--- src/debi_regs.svh ---
// Address map, bus widths and region register reset value of the external bus interface
`ifndef DEBI_REGS_SVH
`define DEBI_REGS_SVH
`define DEBI_AW            16
`define DEBI_DW            16
`define DEBI_B0_LO         16'h0200
`define DEBI_B0_HI         16'h02ff
`define DEBI_B0_PROG_LO    16'hff00
`define DEBI_B0_PROG_HI    16'hffff
`define DEBI_B1_LO         16'h0300
`define DEBI_B1_HI         16'h03ff
`define DEBI_B2_LO         16'h0060
`define DEBI_B2_HI         16'h007f
`define DEBI_MMR_HI        16'h0005
`define DEBI_DRR_ADDR      16'h0000
`define DEBI_DXR_ADDR      16'h0001
`define DEBI_TIM_ADDR      16'h0002
`define DEBI_PRD_ADDR      16'h0003
`define DEBI_IMR_ADDR      16'h0004
`define DEBI_GLOBAL_REGION_SIZE_REG_ADDR     16'h0005
`define DEBI_ROM_HI        16'h0fff
`define DEBI_GLOBAL_REGION_SIZE_REG_RESET    8'h00
`endif

--- src/debi_pkg.sv ---
// Types shared by the external bus interface
package debi_pkg;
  typedef enum logic [1:0] {
    DEBI_SP_PROG = 2'b00,
    DEBI_SP_DATA = 2'b01,
    DEBI_SP_IO   = 2'b10
  } debi_space_t;
  typedef enum logic [2:0] {
    DEBI_IDLE    = 3'b000,
    DEBI_ACCESS  = 3'b001,
    DEBI_DONE    = 3'b011,
    DEBI_HOLDREL = 3'b010,
    DEBI_HELD    = 3'b110,
    DEBI_UNGRANT = 3'b100
  } debi_state_t;
  typedef enum logic [1:0] {
    DEBI_MMR_NONE = 2'b00,
    DEBI_MMR_SEL  = 2'b01
  } debi_mmr_t;
endpackage

--- src/debi_top.sv ---
// External memory and I/O bus interface of a 16-bit signal processor
`timescale 1ns/1ps
`default_nettype none
`include "debi_regs.svh"
// Notes on behaviour
// - An external access stalls the core until ready is seen high.
// - On-chip RAM, ROM and fast memory complete with no wait state.
// - Program, data and I/O are separate spaces, 64K words each.
// - I/O uses the same buses and cycle as memory; only the space select differs.
// - Blocks one and two are always data; block zero is data or program.
// - The two map commands place block zero in data or program space.
// - External program fetches stay possible in either placement.
// - Six peripheral registers are decoded low in data space.
// - Interrupts wait until a multi-cycle or repeated access ends.
// - An 8-bit region register sizes the global data region.
// - An external data access inside the global region asserts the bus request.
// - On takeover, pins float and then the grant is asserted.
// - On-chip accesses continue while the bus is taken over.
module debi_top
  import debi_pkg::*;
(
  // Clock and reset
  input  wire logic                 clock_i,
  input  wire logic                 reset_n_i,
  // Core request
  input  wire logic                 req_i,
  input  wire logic                 req_write_i,
  input  wire logic [1:0]           req_space_i,
  input  wire logic [`DEBI_AW-1:0]  req_addr_i,
  input  wire logic [`DEBI_DW-1:0]  req_wdata_i,
  input  wire logic                 map_block0_to_data_i,
  input  wire logic                 map_block0_to_program_i,
  input  wire logic                 multicycle_i,
  input  wire logic                 irq_pending_i,
  // Core answer
  output logic                      stall_o,
  output logic                      done_o,
  output logic [`DEBI_DW-1:0]       rdata_o,
  output logic                      onchip_hit_o,
  output logic                      block0_in_prog_o,
  output logic [2:0]                mmr_sel_o,
  output logic                      mmr_hit_o,
  output logic                      irq_take_o,
  // External bus
  output logic [`DEBI_AW-1:0]       addr_o,
  output logic                      addr_oe_o,
  input  wire logic [`DEBI_DW-1:0]  data_i,
  output logic [`DEBI_DW-1:0]       data_o,
  output logic                      data_oe_o,
  output logic                      prog_sel_n_o,
  output logic                      data_sel_n_o,
  output logic                      io_sel_n_o,
  output logic                      strobe_n_o,
  output logic                      rd_wr_o,
  output logic                      ctrl_oe_o,
  input  wire logic                 ready_i,
  output logic                      global_bus_request_n_o,
  input  wire logic                 takeover_req_n_i,
  output logic                      takeover_grant_n_o
);

  debi_state_t          state, next_state;
  logic [7:0]           global_region_size_reg, next_global_region_size_reg;
  logic                 b0_prog, next_b0_prog;
  logic [`DEBI_AW-1:0]  next_addr;
  logic [`DEBI_DW-1:0]  next_data, next_rdata;
  logic                 next_data_oe, next_oe, next_strobe_n, next_rd_wr;
  logic                 next_prog_n, next_data_n, next_io_n, next_br_n;
  logic                 next_grant_n, next_stall, next_done, next_onchip;
  logic [2:0]           next_mmr_sel;
  logic                 next_mmr_hit, next_irq_take;
  logic                 is_onchip, is_mmr, in_global;
  logic [`DEBI_AW-1:0]  global_base;

  // Address decoding for the current request
  always_comb begin
    is_onchip   = 1'b0;
    is_mmr      = 1'b0;
    global_base = 16'hffff - {global_region_size_reg, 8'hff};
    if (req_space_i == DEBI_SP_IO) begin
      is_onchip = 1'b0;
    end else if (req_space_i == DEBI_SP_DATA &&
                 req_addr_i <= `DEBI_MMR_HI) begin
      is_onchip = 1'b1;
      is_mmr    = 1'b1;
    end else if (req_space_i == DEBI_SP_DATA &&
                 ((req_addr_i >= `DEBI_B1_LO && req_addr_i <= `DEBI_B1_HI) ||
                  (req_addr_i >= `DEBI_B2_LO &&
                   req_addr_i <= `DEBI_B2_HI))) begin
      is_onchip = 1'b1;
    end else if (req_space_i == DEBI_SP_DATA && !b0_prog &&
                 req_addr_i >= `DEBI_B0_LO && req_addr_i <= `DEBI_B0_HI) begin
      is_onchip = 1'b1;
    end else if (req_space_i == DEBI_SP_PROG && b0_prog &&
                 req_addr_i >= `DEBI_B0_PROG_LO) begin
      is_onchip = 1'b1;
    end else if (req_space_i == DEBI_SP_PROG &&
                 req_addr_i <= `DEBI_ROM_HI) begin
      is_onchip = 1'b1;
    end
    // Region grows down from the top of data space; zero means none
    in_global = (req_space_i == DEBI_SP_DATA) &&
                (global_region_size_reg != 8'h00) &&
                (req_addr_i > global_base);
  end

  // Bus sequencing, placement and region register
  always_comb begin
    next_state    = state;
    next_global_region_size_reg     = global_region_size_reg;
    next_b0_prog  = b0_prog;
    next_addr     = addr_o;
    next_data     = data_o;
    next_rdata    = rdata_o;
    next_data_oe  = data_oe_o;
    next_oe       = addr_oe_o;
    next_strobe_n = 1'b1;
    next_rd_wr    = rd_wr_o;
    next_prog_n   = 1'b1;
    next_data_n   = 1'b1;
    next_io_n     = 1'b1;
    next_br_n     = 1'b1;
    next_grant_n  = takeover_grant_n_o;
    next_stall    = 1'b0;
    next_done     = 1'b0;
    next_onchip   = 1'b0;
    next_mmr_sel  = mmr_sel_o;
    next_mmr_hit  = 1'b0;
    if (map_block0_to_data_i) begin
      next_b0_prog = 1'b0;
    end else if (map_block0_to_program_i) begin
      next_b0_prog = 1'b1;
    end
    case (state)
      DEBI_IDLE, DEBI_HELD: begin
        if (state == DEBI_IDLE && !takeover_req_n_i) begin
          // Float first, grant next cycle
          next_oe      = 1'b0;
          next_data_oe = 1'b0;
          next_state   = DEBI_HOLDREL;
        end else if (state == DEBI_HELD && takeover_req_n_i) begin
          next_grant_n = 1'b1;
          next_state   = DEBI_UNGRANT;
        end else if (req_i && is_onchip) begin
          next_done    = 1'b1;
          next_onchip  = 1'b1;
          next_mmr_hit = is_mmr;
          next_mmr_sel = req_addr_i[2:0];
          if (req_write_i && is_mmr &&
              req_addr_i == `DEBI_GLOBAL_REGION_SIZE_REG_ADDR) begin
            next_global_region_size_reg = req_wdata_i[7:0];
          end
        end else if (req_i && state == DEBI_IDLE) begin
          next_addr     = req_addr_i;
          next_rd_wr    = !req_write_i;
          next_data     = req_wdata_i;
          next_data_oe  = req_write_i;
          next_strobe_n = 1'b0;
          next_prog_n   = (req_space_i != DEBI_SP_PROG);
          next_data_n   = (req_space_i != DEBI_SP_DATA);
          next_io_n     = (req_space_i != DEBI_SP_IO);
          next_br_n     = !in_global;
          next_stall    = 1'b1;
          next_state    = DEBI_ACCESS;
        end else if (req_i) begin
          next_stall = 1'b1;
        end
      end
      DEBI_ACCESS: begin
        next_strobe_n = 1'b0;
        next_prog_n   = prog_sel_n_o;
        next_data_n   = data_sel_n_o;
        next_io_n     = io_sel_n_o;
        next_br_n     = global_bus_request_n_o;
        next_stall    = 1'b1;
        if (ready_i) begin
          // Ready sampled high closes the cycle
          next_rdata    = data_i;
          next_strobe_n = 1'b1;
          next_data_oe  = 1'b0;
          next_state    = DEBI_DONE;
        end
      end
      DEBI_DONE: begin
        next_stall = 1'b0;
        next_done  = 1'b1;
        next_state = DEBI_IDLE;
      end
      DEBI_HOLDREL: begin
        next_grant_n = 1'b0;
        next_state   = DEBI_HELD;
      end
      DEBI_UNGRANT: begin
        // Pins return only after grant is high
        next_oe    = 1'b1;
        next_state = DEBI_IDLE;
      end
      default: next_state = DEBI_IDLE;
    endcase
    // Interrupts only between whole accesses
    next_irq_take = irq_pending_i && !multicycle_i &&
                    (next_state == DEBI_IDLE || next_state == DEBI_HELD) &&
                    !next_stall;
  end

  always_ff @(posedge clock_i) begin
    if (!reset_n_i) begin
      state                  <= DEBI_IDLE;
      global_region_size_reg <= `DEBI_GLOBAL_REGION_SIZE_REG_RESET;
      b0_prog                <= 1'b0;
      addr_o                 <= 16'h0000;
      addr_oe_o              <= 1'b1;
      ctrl_oe_o              <= 1'b1;
      data_o                 <= 16'h0000;
      data_oe_o              <= 1'b0;
      rdata_o                <= 16'h0000;
      strobe_n_o             <= 1'b1;
      rd_wr_o                <= 1'b1;
      prog_sel_n_o           <= 1'b1;
      data_sel_n_o           <= 1'b1;
      io_sel_n_o             <= 1'b1;
      global_bus_request_n_o <= 1'b1;
      takeover_grant_n_o     <= 1'b1;
      stall_o                <= 1'b0;
      done_o                 <= 1'b0;
      onchip_hit_o           <= 1'b0;
      mmr_sel_o              <= 3'h0;
      mmr_hit_o              <= 1'b0;
      irq_take_o             <= 1'b0;
    end else begin
      state                  <= next_state;
      global_region_size_reg <= next_global_region_size_reg;
      b0_prog                <= next_b0_prog;
      addr_o                 <= next_addr;
      addr_oe_o              <= next_oe;
      ctrl_oe_o              <= next_oe;
      data_o                 <= next_data;
      data_oe_o              <= next_data_oe;
      rdata_o                <= next_rdata;
      strobe_n_o             <= next_strobe_n;
      rd_wr_o                <= next_rd_wr;
      prog_sel_n_o           <= next_prog_n;
      data_sel_n_o           <= next_data_n;
      io_sel_n_o             <= next_io_n;
      global_bus_request_n_o <= next_br_n;
      takeover_grant_n_o     <= next_grant_n;
      stall_o                <= next_stall;
      done_o                 <= next_done;
      onchip_hit_o           <= next_onchip;
      mmr_sel_o              <= next_mmr_sel;
      mmr_hit_o              <= next_mmr_hit;
      irq_take_o             <= next_irq_take;
    end
  end

  assign block0_in_prog_o = b0_prog;

endmodule // debi_top
`default_nettype wire

--- config.mk ---
export PLATFORM = sky130hd
export DESIGN_NAME = debi_top
export DESIGN_NICKNAME = d
export VERILOG_FILES = /design/src/debi_pkg.sv /design/src/debi_top.sv
export VERILOG_INCLUDE_DIRS = /design/src
export SDC_FILE = /design/constraint.sdc
export NUM_CORES = 1
export LEC_CHECK = 0
export ABC_CLOCK_PERIOD_IN_PS = 3000
export BUFFER_PORTS_ARGS = -buffer_cell sky130_fd_sc_hd__buf_2
export CORE_MARGIN = 2
export CORE_UTILIZATION = 45
export CTS_BUF_LIST = sky130_fd_sc_hd__clkbuf_4 sky130_fd_sc_hd__clkbuf_8 sky130_fd_sc_hd__clkbuf_16
export DETAILED_ROUTE_END_ITERATION = 12
export GPL_ROUTABILITY_DRIVEN = 0
export PLACE_DENSITY = 0.82
export REMOVE_ABC_BUFFERS = 1
export SYNTH_ARGS = -nofsm -noshare
export SYNTH_HDL_FRONTEND = slang
export SYNTH_SLANG_ARGS = --single-unit
--- constraint.sdc ---
create_clock -name clock_i -period 3 [get_ports clock_i]
set_clock_uncertainty 0.15 [all_clocks]
set_input_delay 0.3 -clock clock_i [delete_from_list [all_inputs] [get_ports clock_i]]
set_output_delay 0.3 -clock clock_i [all_outputs]
set_load 0.01 [all_outputs]
==> impl_metrics.json <==
{
  "synthTopCellsByArea": "dfxtp_1, mux2i_1, nand2_1",
  "drive_gt1_frac": 0.309,
  "p_comb_frac": 0.112,
  "fmax_ghz": 0.390,
  "power_switching_share": 0.229,
  "core_um2": 6870,
  "antenna_left": 0,
  "vias": 3003,
  "io_buffer_count": 126,
  "antenna_found_initial": 0,
  "io-pin-count": 127,
  "ys_types": 42,
  "cts_tree": "yes",
  "relSlewSlack": 0.320,
  "arrival_ns": 2.61,
  "clkPwrFrac": 0.425,
  "final_nets": 561,
  "die_w_um": 88.8,
  "grt_pass1_vias": 2769,
  "multiInputGateArea_um2": 1560,
  "grtUsageTotal": 0.214,
  "cts_buffers": 9,
  "synthCells": 370,
  "drv_cap": 0,
  "die_h_um": 88.8,
  "ff2ff_path_depth": 5,
  "ctsHoldBuffers": 1,
  "fin_crit_sh": 0.854,
  "path_common_cell": "or4_1",
  "route.detailed.wl_per_inst_um": 13.9,
  "die_area_um2": 7890,
  "p_switching_uw": 536,
  "ys_ff_latch": 77,
  "rows": 30,
  "synth_edf_count": 0,
  "rr_endpoint": "global_region_size_reg[5]$_SDFFE_PN0P_",
  "avgSynthCellArea_um2": 8.75,
  "crit_chain": "buf_2, or4_1, or4_2, or4_1, mux2i_1, nor2_1",
  "critPathKind": "input port to flip-flop",
  "cts_root_buf": "clkbuf_8",
  "peakVddDrop_uv": 295,
  "p_int_uw": 1800,
  "start_kind": "input port",
  "power_frac_seq": 0.463,
  "post_cts_buffers": 0,
  "whs_ns": 0.0292,
  "maxSlewViolCount": 0,
  "clockBufferDepth": 2,
  "final-hold-violation-count": 0,
  "netlist_area_um2": 3240,
  "initial_core_util": 0.471,
  "fin_crit_ns": 2.56,
  "synth_ff_type": "dfxtp_1",
  "yosysMostFrequentCell": "nand2_1",
  "r2r-start": "state[2]$_SDFF_PN0_",
  "crit_fanout": 8,
  "ys_warn_count": 0,
  "worst_slew_pin_slew_ns": 1.02,
  "fillers": 611,
  "clkTransAtPathRegs_ns": 0.08,
  "leakagePower_uw": 0.00203,
  "hp-class": "input port to flip-flop",
  "grt_pass1_wl_mm": 13.0,
  "final-seq-area_um2": 1540,
  "synthArstFlopShare": 0,
  "area_delta_synth_final_pct": 30.2,
  "stdcell_count": 594,
  "worstPathRequired_ns": 3.05,
  "dr.pass1.iters": 4,
  "largestRegisters": "addr_o (16), data_o (16), rdata_o (16)",
  "placed_cells": 577,
  "setup_viol": 0,
  "yosys.area.top_type": "dfxtp_1",
  "grt_setup_unrepaired": "no",
  "post-route-util": 0.614,
  "drtIter0Drc": 138,
  "synth_top_area_frac": 0.476,
  "endpoint_kind": "flip-flop",
  "htreeDepth": 3,
  "worst_path_max_delay_cell": "or4_1",
  "drt_wl_total_mm": 8.24,
  "hold_depth": 3,
  "drc": 0,
  "yosys-top-cells-count": "nand2_1, dfxtp_1, mux2i_1",
  "slowest_delay_ns": 0.67,
  "cts.sinks": 77,
  "clkLatencyLatePin_ns": 0.35,
  "overflow": 0,
  "hpwlAfterDp_mm": 5.96,
  "hp-start": "data_i[4]",
  "grt_max_degree": 40,
  "seq_area_frac_synth": 0.476,
  "status": "finished, final reports clean",
  "min_to": "rdata_o[4]$_SDFFE_PN0P_",
  "n_antenna_cell": 0,
  "reg2reg_setup_slack_ns": 0.77,
  "viasPerCell": 5.06,
  "cts_resized": 0,
  "power.density_nw_per_um2": 555
}
==> worst max-delay path: cells and delay by family <==
| kind | cells | cell delay (ns) |
|---|---|---|
| and+or+nand+nor | 4 | 1.95 |
| buffers and inverters | 1 | 0.11 |
| muxes | 1 | 0.25 |
==> routing by layer <==
layer	GRT usage	wire length, um	share of wire	vias to the layer above
li1	-	-	-	1513
met1	0.263	3420	0.41	1367
met2	0.356	4190	0.51	103
met3	0.0485	444	0.054	20
met4	0.0992	189	0.023	0
met5	0	0	0	-
==> logic make-up after synthesis <==
group,after synthesis,synth area share
fa+ha+maj,9,0.0340
buf+inv,30,0.0437
compound gates,46,0.0870
flops,77,0.476
mux,43,0.133
simple gates,165,0.226
==> layout make-up <==
type / count / area share
multi-input combinational: 263 / 0.370
tap: 96 / 0.0285
inverter: 9 / 0.00801
clock buffer: 13 / 0.0410
timing repair buffer: 133 / 0.166
clock inverter: 3 / 0.0214
sequential: 77 / 0.366
==> power groups by stage <==
stage                     Clock (uW)  Combinational, uW  Sequential, uW
after floorplan                    0                111            1120
after global routing            1060                290            1090
final                            995                262            1080
after CTS                       1010                263            1080
after detailed placement           0                260            1110
after global placement             0                254            1100
==> through the flow <==
| step | power [uW] | instance area, um2 | TNS, ns | worst slack (ns) |
|---|---|---|---|---|
| final | 2340 | 4220 | 0 | 0.439 |
| after global placement | 1360 | 3940 | 0 | 0.166 |
| after detailed placement | 1370 | 3940 | 0 | 0.102 |
| after global routing | 2440 | 4220 | 0 | 0.336 |
| after floorplan | 1230 | 3130 | -23.96 | -0.923 |
| after CTS | 2360 | 4220 | 0 | 0.462 |
==> worst max path at each step <==
stage          depth (start not counted)                          start                                     end  slack [ns]
6_report                               6                  req_addr_i[6]  global_region_size_reg[5]$_SDFFE_PN0P_        0.44
5_1_grt                                6                  req_addr_i[6]  global_region_size_reg[3]$_SDFFE_PN0P_        0.34
4_1_cts                                6                  req_addr_i[6]  global_region_size_reg[5]$_SDFFE_PN0P_        0.46
3_5_place_dp                           6                 req_addr_i[12]  global_region_size_reg[5]$_SDFFE_PN0P_        0.10
3_3_place_gp                           6                 req_addr_i[12]  global_region_size_reg[6]$_SDFFE_PN0P_        0.17
2_1_floorplan                          5  block0_in_prog_o$_SDFFE_PP0P_                  addr_o[0]$_SDFFE_PN0P_       -0.92
==> cell usage in the layout, fill, tap and decap left out, types with 6 or more instances in the layout <==
cell type,count
mux2i_1,43
ha_1,8
buf_2,126
clkbuf_8,12
inv_1,9
a21oi_1,23
nand2_1,107
nand3_1,6
dfxtp_1,77
nor2_1,18
Power figures use the tool's default switching activity.
